[config.mk]
export PLATFORM = sky130hd
export DESIGN_NAME = mpcg_top
export DESIGN_NICKNAME = d
export VERILOG_FILES = /design/src/mpcg_pkg.sv /design/src/mpcg_top.sv
export SDC_FILE = /design/constraint.sdc
export NUM_CORES = 1
export LEC_CHECK = 0
export ABC_AREA = 0
export BUFFER_PORTS_ARGS = -buffer_cell sky130_fd_sc_hd__clkbuf_2
export CAP_MARGIN = 40
export CELL_PAD_IN_SITES_DETAIL_PLACEMENT = 0
export CELL_PAD_IN_SITES_GLOBAL_PLACEMENT = 1
export CORE_AREA = 5 5 108 110
export DETAILED_ROUTE_END_ITERATION = 6
export DIE_AREA = 0 0 113 115
export PLACE_DENSITY = 0.81
export SLEW_MARGIN = 5
export SYNTH_ARGS = -nofsm -noshare
export SYNTH_HDL_FRONTEND = slang
export SYNTH_SLANG_ARGS = --single-unit
[constraint.sdc]
create_clock -name clk -period 4.45 [get_ports clk]
set_input_delay 0.2225 -clock clk [delete_from_list [all_inputs] [get_ports clk]]
set_output_delay 0.2225 -clock clk [all_outputs]
set_load 0.01 [all_outputs]
[src/mpcg_pkg.sv]
/*
  Constants, field layout and carrier types for the memory PLL configuration
  and clock gating control block.
  Assumes an AHB-Lite master with 32-bit data and single word transfers.
*/
package mpcg_pkg;
  localparam logic [31:0] MEM_CFG_ADDR = 32'h0000004C;
  localparam logic [31:0] GATE_ADDR = 32'h000000F8;
  localparam logic [31:0] MEM_CFG_RESET = 32'h00100000;
  localparam logic [31:0] GATE_RESET = 32'h00001800;
  localparam int DLL_PD_BIT = 21;
  localparam int LOCK_BIT = 20;
  localparam int BYPASS_BIT = 19;
  localparam int BAND_LSB = 16;
  localparam int OUT_DIV_LSB = 13;
  localparam int IN_DIV_LSB = 8;
  localparam int FB_DIV_LSB = 0;
  localparam int GATE_LSB = 22;
  localparam int SEL_LSB = 0;
  localparam int SEL_W = 3;
  localparam int DOMAINS = 6;
  localparam int SELS = 7;
  localparam int SEL_BITS = 21;
  localparam int PLL_SRCS = 5;
  localparam logic [1:0] HTRANS_NONSEQ = 2'h2;

  typedef struct packed {
    logic hsel;
    logic [31:0] haddr;
    logic [1:0] htrans;
    logic hwrite;
    logic [2:0] hsize;
    logic hready;
  } mpcg_ahb_req_type;

  typedef struct packed {
    logic dll_pd;
    logic pll_bypass;
    logic [2:0] band;
    logic [2:0] out_div;
    logic [4:0] loop_in_div;
    logic [7:0] loop_fb_div;
  } mpcg_pll_cfg_type;
endpackage

[src/mpcg_top.sv]
/*
  Memory PLL configuration register and per-domain clock gate control,
  reached as an AHB-Lite slave with zero wait states.
  Assumes all inputs synchronous to clk, and source clock levels sampled
  on pll_clk_level that run slower than clk.
*/
`timescale 1ns/1ps
`default_nettype none
module mpcg_top (
  input wire logic clk,
  input wire logic rst,
  input wire mpcg_pkg::mpcg_ahb_req_type ahb_req,
  input wire logic [31:0] hwdata,
  output logic [31:0] hrdata,
  output logic hreadyout,
  output logic hresp,
  input wire logic pll_locked,
  input wire logic [4:0] pll_clk_level,
  output var mpcg_pkg::mpcg_pll_cfg_type mem_pll_cfg,
  output logic [5:0] gate_hold,
  output logic [20:0] clk_sel
);
  logic [5:0] gate_ctl;
  logic wr_pend;
  logic wr_mem;
  logic wr_gate;
  logic take;
  logic [5:0] src_low;
  mpcg_pkg::mpcg_pll_cfg_type next_cfg;
  logic [20:0] next_sel;
  logic [5:0] next_gate;

  function automatic logic hits(input logic [31:0] a, input logic [31:0] target);
    hits = (a[31:2] == target[31:2]);
  endfunction

  function automatic mpcg_pkg::mpcg_pll_cfg_type cfg_from_word(input logic [31:0] w);
    mpcg_pkg::mpcg_pll_cfg_type c;
    c.dll_pd = w[mpcg_pkg::DLL_PD_BIT];
    c.pll_bypass = w[mpcg_pkg::BYPASS_BIT];
    c.band = w[mpcg_pkg::BAND_LSB +: 3];
    c.out_div = w[mpcg_pkg::OUT_DIV_LSB +: 3];
    c.loop_in_div = w[mpcg_pkg::IN_DIV_LSB +: 5];
    c.loop_fb_div = w[mpcg_pkg::FB_DIV_LSB +: 8];
    return c;
  endfunction

  function automatic logic [31:0] read_word(input logic [31:0] a,
      input mpcg_pkg::mpcg_pll_cfg_type c, input logic lock,
      input logic [20:0] sel, input logic [5:0] gate);
    logic [31:0] w;
    w = 32'h00000000;
    if (hits(a, mpcg_pkg::MEM_CFG_ADDR)) begin
      w[mpcg_pkg::DLL_PD_BIT] = c.dll_pd;
      w[mpcg_pkg::LOCK_BIT] = lock;
      w[mpcg_pkg::BYPASS_BIT] = c.pll_bypass;
      w[mpcg_pkg::BAND_LSB +: 3] = c.band;
      w[mpcg_pkg::OUT_DIV_LSB +: 3] = c.out_div;
      w[mpcg_pkg::IN_DIV_LSB +: 5] = c.loop_in_div;
      w[mpcg_pkg::FB_DIV_LSB +: 8] = c.loop_fb_div;
    end else if (hits(a, mpcg_pkg::GATE_ADDR)) begin
      w[mpcg_pkg::GATE_LSB +: mpcg_pkg::DOMAINS] = gate;
      w[mpcg_pkg::SEL_LSB +: mpcg_pkg::SEL_BITS] = sel;
    end
    return w;
  endfunction

  // Unselected or invalid source reads high, so the gate simply holds
  function automatic logic src_level(input logic [2:0] s, input logic [4:0] lv);
    src_level = (s < 3'(mpcg_pkg::PLL_SRCS)) ? lv[s] : 1'b1;
  endfunction

  assign take = ahb_req.hsel && ahb_req.hready && (ahb_req.htrans == mpcg_pkg::HTRANS_NONSEQ);

  // Write data arrives one cycle late, so reads forward it to stay coherent
  always_comb begin
    next_cfg = mem_pll_cfg;
    next_sel = clk_sel;
    next_gate = gate_ctl;
    if (wr_pend && wr_mem) begin
      next_cfg = cfg_from_word(hwdata);
    end
    if (wr_pend && wr_gate) begin
      next_sel = hwdata[mpcg_pkg::SEL_LSB +: mpcg_pkg::SEL_BITS];
      next_gate = hwdata[mpcg_pkg::GATE_LSB +: mpcg_pkg::DOMAINS];
    end
  end

  always_ff @(posedge clk) begin
    if (rst) begin
      wr_pend <= 1'b0;
      wr_mem <= 1'b0;
      wr_gate <= 1'b0;
    end else begin
      wr_pend <= take && ahb_req.hwrite;
      wr_mem <= hits(ahb_req.haddr, mpcg_pkg::MEM_CFG_ADDR);
      wr_gate <= hits(ahb_req.haddr, mpcg_pkg::GATE_ADDR);
    end
  end

  always_ff @(posedge clk) begin
    if (rst) begin
      hrdata <= 32'h00000000;
      hreadyout <= 1'b1;
      hresp <= 1'b0;
    end else begin
      hreadyout <= 1'b1;
      hresp <= 1'b0;
      if (take && !ahb_req.hwrite) begin
        hrdata <= read_word(ahb_req.haddr, next_cfg, pll_locked, next_sel, next_gate);
      end
    end
  end

  always_ff @(posedge clk) begin
    if (rst) begin
      mem_pll_cfg <= cfg_from_word(mpcg_pkg::MEM_CFG_RESET);
    end else begin
      mem_pll_cfg <= next_cfg;
    end
  end

  always_ff @(posedge clk) begin
    if (rst) begin
      clk_sel <= mpcg_pkg::GATE_RESET[mpcg_pkg::SEL_LSB +: mpcg_pkg::SEL_BITS];
      gate_ctl <= mpcg_pkg::GATE_RESET[mpcg_pkg::GATE_LSB +: mpcg_pkg::DOMAINS];
    end else begin
      clk_sel <= next_sel;
      gate_ctl <= next_gate;
    end
  end

  // Domain i (display up to TV out) uses select slot i+1; slot 0 has no gate
  always_comb begin
    for (int i = 0; i < mpcg_pkg::DOMAINS; i++) begin
      src_low[i] = !src_level(clk_sel[(i + 1) * mpcg_pkg::SEL_W +: mpcg_pkg::SEL_W],
          pll_clk_level);
    end
  end

  // Moving only in the low phase keeps the divider from seeing a runt pulse
  always_ff @(posedge clk) begin
    if (rst) begin
      gate_hold <= 6'h00;
    end else begin
      for (int i = 0; i < mpcg_pkg::DOMAINS; i++) begin
        if (src_low[i]) begin
          gate_hold[i] <= gate_ctl[i];
        end
      end
    end
  end
endmodule
`default_nettype wire

======== After elaboration in Yosys (flattened, before gate mapping) ========
Cells that the tools add are included.
storage, ports and cells
  word-level logic and storage cells ...... 66
  bits of input ports ..................... 80
  register bits after elaboration ......... 85
operators by class
  magnitude comparators ................... 12
  mux-type cells .......................... 26
  equality and inequality tests ........... 3
  reduce and logical (&&, ||, !) cells .... 7
operators by type and width
  kind                                                                          count
  21-bit two-way mux                                                            4
  30-bit by 5-bit == test with 1-bit output, second input constant              1
  30-bit by 6-bit == test with 1-bit output, second input constant              1
  3-bit by 4-bit less-than comparator with 1-bit output, second input constant  6
  1-bit binary-select mux with 3-bit select                                     6
  3-bit less-than comparator, second input constant                             6
  6-bit two-way mux                                                             3
  1-bit two-way mux                                                             13
  1-bit logical AND                                                             6
  2-bit == test, second input constant                                          1
  1-bit zero test                                                               1

======== Logic depth before layout (Yosys ltp) ========
Gate-level depths: netlist of the first run.
  depth in word-level cells ............... 4
  mapped depth ............................ 6
  mapped depth without buffers ............ 4

======== Worst setup path after synthesis of the first run ========
Ideal clock, no wire load.
  path kind ............................... input-to-reg
  start point ............................. input port ahb_req[18] in the netlist's numbering
  end point ............................... register hrdata[10]
  cell stages on the path ................. 5
  library setup time ...................... 0.073 ns
  data arrival time ....................... 1.666 ns
  setup slack ............................. 2.711 ns
  path through ............................ or4_4 > nor4_4 > nand4b_4 > buf_6 > o211ai_2
between the ends
  cells in the longest elaborated chain, start to end .. 3
  elaborated cells between the ends (all ways) .. 4
ends and longest elaborated chain
  what                                       RTL line         RTL
  start: declaration                         mpcg_top.sv:12   input wire mpcg_pkg::mpcg_ahb_req_type ahb_req,
  30-bit by 6-bit == test with 1-bit output  mpcg_top.sv:34   hits = (a[31:2] == target[31:2]);
  21-bit two-way mux                         mpcg_top.sv:61   end else if (hits(a, mpcg_pkg::GATE_ADDR)) begin
  21-bit two-way mux *                       mpcg_top.sv:53   if (hits(a, mpcg_pkg::MEM_CFG_ADDR)) begin
  end signal: assignment                     mpcg_top.sv:110  hrdata <= read_word(ahb_req.haddr, next_cfg, pll_locked, next_sel, next_gate);
  end: declaration                           mpcg_top.sv:14   output logic [31:0] hrdata,
Mark *: on every way between the ends. The rest lies on a longest branch, timed or not.
A chain may end at the register's enable or synchronous reset.

======== Worst setup path after layout of the first run ========
  start point ............................. register wr_gate
  end point ............................... register hrdata[20]
between the ends
  cells in the longest elaborated chain, start to end .. 4
ends and longest elaborated chain
  what                      RTL line        RTL
  start: declaration        mpcg_top.sv:26  logic wr_gate;
  start signal: assignment  mpcg_top.sv:97  wr_gate <= hits(ahb_req.haddr, mpcg_pkg::GATE_ADDR);
  1-bit logical AND         mpcg_top.sv:83  if (wr_pend && wr_gate) begin
  21-bit two-way mux        mpcg_top.sv:83
  21-bit two-way mux        mpcg_top.sv:61
  21-bit two-way mux        mpcg_top.sv:53
Every way passes these cells.

==> flow_metrics.env, run 1 <==
export IMPL_cts_made_buffers=9
export IMPL_diodes=0
export IMPL_p_int_uw=1020
export IMPL_hold_path_class="primary input to flop"
export IMPL_synth_top_area_cell="dfxtp_1"
export IMPL_synth_area_leaders="dfxtp_1 (45%), mux2i_1 (6.8%), a21bo_2 (5.2%)"
export IMPL_via_count=3523
export IMPL_vias_per_cell=5.17
export IMPL_dpl_cell_area_sq_um=4650
export IMPL_rr_startpoint="wr_gate"
export IMPL_p_comb_frac=0.056
export IMPL_r2r_end="hrdata[20]"
export IMPL_ant_nets=0
export IMPL_end_kind="flop"
export IMPL_cts_resized_gates=0
export IMPL_gr_total_overflow=0
export IMPL_skew_ps=8.70
export IMPL_clock_path_buffers=2
export IMPL_crit_type="flop to flop"
export IMPL_root_buffer="clkbuf_8"
export IMPL_cts_tree="built"
export IMPL_switchingPower_uw=347
export IMPL_clk_latency_ps=360
export IMPL_yosys_warnings=0
export IMPL_max_slew_margin=0.474
export IMPL_start_util=0.360
export IMPL_wirelength_um=11200
export IMPL_fmax_ghz=0.498
export IMPL_routedWlPerCell_um=16.5
export IMPL_finalHoldViolations=0
export IMPL_synth_common_cells="dfxtp_1 (85), nand2_1 (40), clkbuf_1 (28)"
export IMPL_grtUsageTotal=0.172
export IMPL_crit_path_start_kind="flop"
export IMPL_gp_congestion=0.765
export IMPL_drc=0
export IMPL_final_area_sq_um=4840
export IMPL_drive_above_1_share=0.396
export IMPL_status="finished clean"
export IMPL_h_tree_depth=3
export IMPL_syn_to_final_growth_pct=26.9
export IMPL_clk_pin_slew_ps=90
export IMPL_yosysUniqueCellTypes=38
export IMPL_netlist_instances=405
export IMPL_ys_flop_type="dfxtp_1"
export IMPL_synthAdderAreaFrac=0
export IMPL_synth_edf_count=0
export IMPL_antenna_found_initial=0
export IMPL_rsz0062_at_grt="false"
export IMPL_worstPathMaxFanout=21
export IMPL_hold_buffers=0
export IMPL_dieArea_sq_um=13000
export IMPL_die_width_um=113
export IMPL_power_frac_seq=0.555
export IMPL_pwr_density_cell_nw_per_um2=283
export IMPL_synth_area_sq_um=3820
export IMPL_grt_pass1_vias=3530
export IMPL_num_rows=38
export IMPL_cts_sinks=85
export IMPL_synthMuxAreaShare=0.0859
export IMPL_drt_pre_antenna_iters=4
export IMPL_finalCriticalPeriod_ps=2010
export IMPL_tightest_slew_ps=788
export IMPL_synth_top_family_by_area="simple AND/OR/NAND/NOR gates"
export IMPL_yosys_area_top_type_share=0.446
export IMPL_crit_arrival_ps=2280
export IMPL_drv_cap=0
export IMPL_fin_nets=616
export IMPL_ys_seq_area_frac=0.446
export IMPL_r2r_slack_ps=2440
export IMPL_slew_violations=0
export IMPL_max_vdd_ir_drop_uv=141
export IMPL_pin_count=162
export IMPL_setup_viol=0
export IMPL_worst_ep_required_time_ps=4720
export IMPL_worstHoldStart="hwdata[27]"
export IMPL_drt_iter0_drc=169
export IMPL_synth_xor_area_frac=0
export IMPL_holdPathEnd="gate_ctl[5]"
export IMPL_async_flop_share=0
export IMPL_grt_pass1_wl_um=17900
export IMPL_port_buffer_count=146
export IMPL_whs_path_depth=3
export IMPL_post_cts_setup_buffer_count=0
export IMPL_ys_ff_latch=85
export IMPL_place_detailed_hpwl_um=8290
export IMPL_synth_compound_area_frac=0.177
export IMPL_swShare=0.253
export IMPL_nFillCells=1057
export IMPL_avgSynthCellArea_sq_um=9.42
export IMPL_fin_setup_tns_ps=0
export IMPL_leakagePower_uw=0.00221
export IMPL_reg2regPathDepth=5
export IMPL_synthSimpleGateAreaFrac=0.242
export IMPL_period_share=0.451
export IMPL_grt_max_degree=44
export IMPL_utilization=0.457
export IMPL_fp_dieH_um=115
export IMPL_pwr_share_clk=0.390
export IMPL_placeableCoreArea_sq_um=10600
export IMPL_yosysMostFrequentCell="dfxtp_1"
## metal layers
| layer | track usage | vias up | share of wire |
|---|---|---|---|
| li1 | - | 1722 | - |
| met5 | 0 | - | 0 |
| met2 | 0.282 | 110 | 0.48 |
| met1 | 0.224 | 1683 | 0.44 |
| met4 | 0.0409 | 0 | 0.0098 |
| met3 | 0.0505 | 8 | 0.065 |
## cells in the final DEF, fill, tap and decap left out, types with 7 or more instances in the layout
cell type / count
a21bo_2: 20
a21oi_1: 27
a22o_1: 7
clkbuf_2: 146
clkbuf_8: 10
dfxtp_1: 84
mux2i_1: 26
nand2_1: 40
nand2b_1: 15
nand3_1: 22
nand4_1: 20
nor2_1: 24
nor3b_1: 7
o211ai_1: 10
o211ai_2: 10
## through the flow
step           std cells  hold WS [ps]  power, uW  setup WS, ps
2_1_floorplan        409           372        813          2710
3_3_place_gp         664           457        853          2220
3_5_place_dp         665           469        854          2200
4_1_cts              681          88.8       1390          2440
5_1_grt              681           107       1430          2240
6_report             681           104       1370          2440
## power groups by stage
| stage | registers [uW] | logic [uW] | clock network [uW] |
|---|---|---|---|
| finish | 760 | 76.2 | 534 |
| global route | 760 | 83.2 | 585 |
| CTS | 760 | 76.3 | 551 |
| detailed placement | 778 | 75.9 | 0 |
| global placement | 778 | 74.7 | 0 |
| floorplan | 778 | 35.0 | 0 |
## sequential cells by signal, indices dropped and copies added (netlist names)
| name | cells |
|---|---|
| wr_gate | 1 |
| wr_mem | 1 |
| gate_ctl | 6 |
| wr_pend | 1 |
| hrdata | 28 |
| gate_hold | 6 |
| clk_sel | 21 |
| mem_pll_cfg | 21 |
## worst max path at each step
stage / to / start / slack, ps / depth (start not counted)
final: hrdata[20] / wr_gate / 2440 / 5
after CTS: hrdata[20] / wr_gate / 2440 / 5
after global placement: hrdata[7] / ahb_req[33] / 2220 / 5
after detailed placement: hrdata[16] / ahb_req[26] / 2200 / 5
after global routing: hrdata[23] / wr_gate / 2240 / 5
after floorplan: hrdata[10] / ahb_req[18] / 2710 / 5
## critical path, cell delays in order (launching register included)
cell      delay (ps)
dfxtp_1          830
buf_4            360
and2_1           320
nand2_1           90
a21o_1           170
o221ai_1         150
## kinds of logic (layout without fill, tap and decap cells)
kind of cell / Yosys count / count (layout)
compound gates: 83 / 83
buf+inv: 39 / 171
flops: 85 / 85
mux: 32 / 32
other cells: 2 / 6
simple gates: 164 / 164
## cell type report
cell class / instances / area [sq um] / area share
clock buffers: 10 / 138 / 0.0284
flip-flops and latches: 85 / 1700 / 0.352
multi-input cells: 285 / 1960 / 0.405
inverters: 2 / 7.51 / 0.00155
repair buffers: 153 / 803 / 0.166
clock inverters: 6 / 53.8 / 0.0111
well taps: 140 / 175 / 0.0362
Note: power is estimated with default switching activity, not from simulation.
==> run 2: changes to the inputs <==
CORE_AREA = 5 5 111 113   (was 5 5 108 110)
DIE_AREA = 0 0 116 118   (was 0 0 113 115)
PLACE_DENSITY = 0.77   (was 0.81)
clock period = 1.9 ns   (was 4.45 ns; I/O delays follow)
==> flow_metrics.env, run 2 (same netlist as run 1, synthesis figures left out) <==
export IMPL_status="finished clean"
export IMPL_max_vdd_ir_drop_uv=465
export IMPL_drt_met1_wl_um=5120
export IMPL_crit_slowest_cell="dfxtp_2"
export IMPL_start_util=0.340
export IMPL_max_slew_margin=0.524
export IMPL_port_buffer_count=146
export IMPL_crit_buf_inv=0
export IMPL_worstSetupStartpoint="wr_pend"
export IMPL_grt_max_degree=43
export IMPL_drv_cap=0
export IMPL_grtUsageTotal=0.167
export IMPL_fin_nets=627
export IMPL_root_buffer="clkbuf_16"
export IMPL_crit_family="flip-flops"
export IMPL_crit_arrival_ps=1740
export IMPL_gp_congestion=0.764
export IMPL_reg2regPathDepth=4
export IMPL_cts_tree="built"
export IMPL_cts_made_buffers=9
export IMPL_clock_path_buffers=2
export IMPL_place_detailed_hpwl_um=8570
export IMPL_hold_path_class="primary input to flop"
export IMPL_pin_count=162
export IMPL_placeableCoreArea_sq_um=11200
export IMPL_vias_per_cell=5.13
export IMPL_p_total_uw=3600
export IMPL_num_rows=39
export IMPL_fmax_ghz=0.658
export IMPL_wirelength_um=11500
export IMPL_cts_sinks=85
export IMPL_largest_register_ffs=28
export IMPL_dpl_cell_area_sq_um=4730
export IMPL_endpoint="hrdata[27]"
export IMPL_end_kind="flop"
export IMPL_clk_pin_slew_ps=60
export IMPL_h_tree_depth=3
export IMPL_ant_nets=0
export IMPL_drc=0
export IMPL_r2r_slack_ps=380
export IMPL_slowest_delay_ps=580
export IMPL_wl_met2_um=5320
export IMPL_syn_to_final_growth_pct=31.6
export IMPL_dieArea_sq_um=13700
export IMPL_period_share=0.800
export IMPL_slew_violations=0
export IMPL_via_count=3567
export IMPL_fp_dieH_um=118
export IMPL_final_area_sq_um=5020
export IMPL_finalCriticalPeriod_ps=1520
export IMPL_rr_startpoint="wr_pend"
export IMPL_drt_iter0_drc=204
export IMPL_worstPathMaxFanout=20
export IMPL_worst_ep_required_time_ps=2130
export IMPL_post_cts_setup_buffer_count=0
export IMPL_crit_chain="nand2_1, nand2_1, a21oi_1, a22o_1"
export IMPL_regMostFlops="hrdata"
export IMPL_leakagePower_uw=0.00229
export IMPL_wl_met3_um=840
export IMPL_crit_path_start_kind="flop"
export IMPL_dp_cells=677
export IMPL_grt_pass1_wl_um=18200
export IMPL_fin_setup_tns_ps=0
export IMPL_cp_common_cell="nand2_1"
export IMPL_die_width_um=116
export IMPL_drive_above_1_share=0.402
export IMPL_crit_type="flop to flop"
export IMPL_tightest_slew_ps=714
export IMPL_routedWlPerCell_um=16.6
export IMPL_path_depth=4
export IMPL_stdcell_count=695
export IMPL_clk_latency_ps=330
export IMPL_largestRegisters="hrdata (28), clk_sel (21), mem_pll_cfg (21)"
export IMPL_drt_pre_antenna_iters=4
export IMPL_skew_ps=5.87
export IMPL_cts_resized_gates=0
export IMPL_pwr_density_cell_nw_per_um2=716
export IMPL_diodes=0
export IMPL_grt_pass1_vias=3602
export IMPL_top_layer_used="met4"
export IMPL_r2r_end="hrdata[27]"
export IMPL_gr_total_overflow=0
export IMPL_layout_common_cells="clkbuf_2 (146), dfxtp_1 (84), nand2_1 (40)"
export IMPL_antenna_found_initial=0
export IMPL_rsz0062_at_grt="false"
export IMPL_finalHoldViolations=0
export IMPL_utilization=0.447
export IMPL_mostFrequentLayoutCell="clkbuf_2"
export IMPL_setup_viol=0
run 2: worst min-delay path by stage:
stage	from	to	slack, ps	cells after the start
finish	hwdata[27]	gate_ctl[5]	10	3
global route	hwdata[27]	gate_ctl[5]	10	3
CTS	hwdata[27]	gate_ctl[5]	4	3
detailed placement	hwdata[22]	gate_ctl[0]	350	3
global placement	hwdata[27]	gate_ctl[5]	350	3
floorplan	hwdata[11]	clk_sel[11]	240	2
run 2: final cells by class:
| type | instances | area (sq um) |
|---|---|---|
| tap | 143 | 179 |
| sequential | 85 | 1700 |
| clock buffer | 10 | 229 |
| multi-input combinational | 285 | 1960 |
| clock inverter | 6 | 46.3 |
| inverter | 2 | 7.51 |
| timing repair buffer | 164 | 896 |
| fill | 1102 | 6200 |
run 2: report_power, final:
part | total (uW) | internal [uW] | switching (uW)
logic | 184 | 86.0 | 97.8
registers | 1780 | 1780 | 1.29
clock network | 1630 | 895 | 733
total | 3600 | 2760 | 833
run 2: routing by layer:
metal / vias up / global-route usage
met4: 0 / 0.0566
met5: - / 0
li1: 1740 / -
met2: 132 / 0.262
met1: 1677 / 0.221
met3: 18 / 0.0458
run 2: worst reg2reg max path: cells and delay by family, from the launching register on:
kind / cells / cell delay, ps
and+or+nand+nor: 2 / 530
AOI/OAI and AO/OA: 2 / 300
DFF: 1 / 580
run 2: timing repair:
action                                  in CTS  in global routing
hold buffers                                 2                  0
hold endpoints to repair                     2                  0
endpoints found under the setup margin       0                  0
run 2: stage by stage:
stage                     hold WS (ps)  worst slack [ps]
final                             13.4               381
after global routing              14.0               258
after CTS                         4.35               368
after detailed placement           348              58.2
after global placement             346              84.6
after floorplan                    245               289
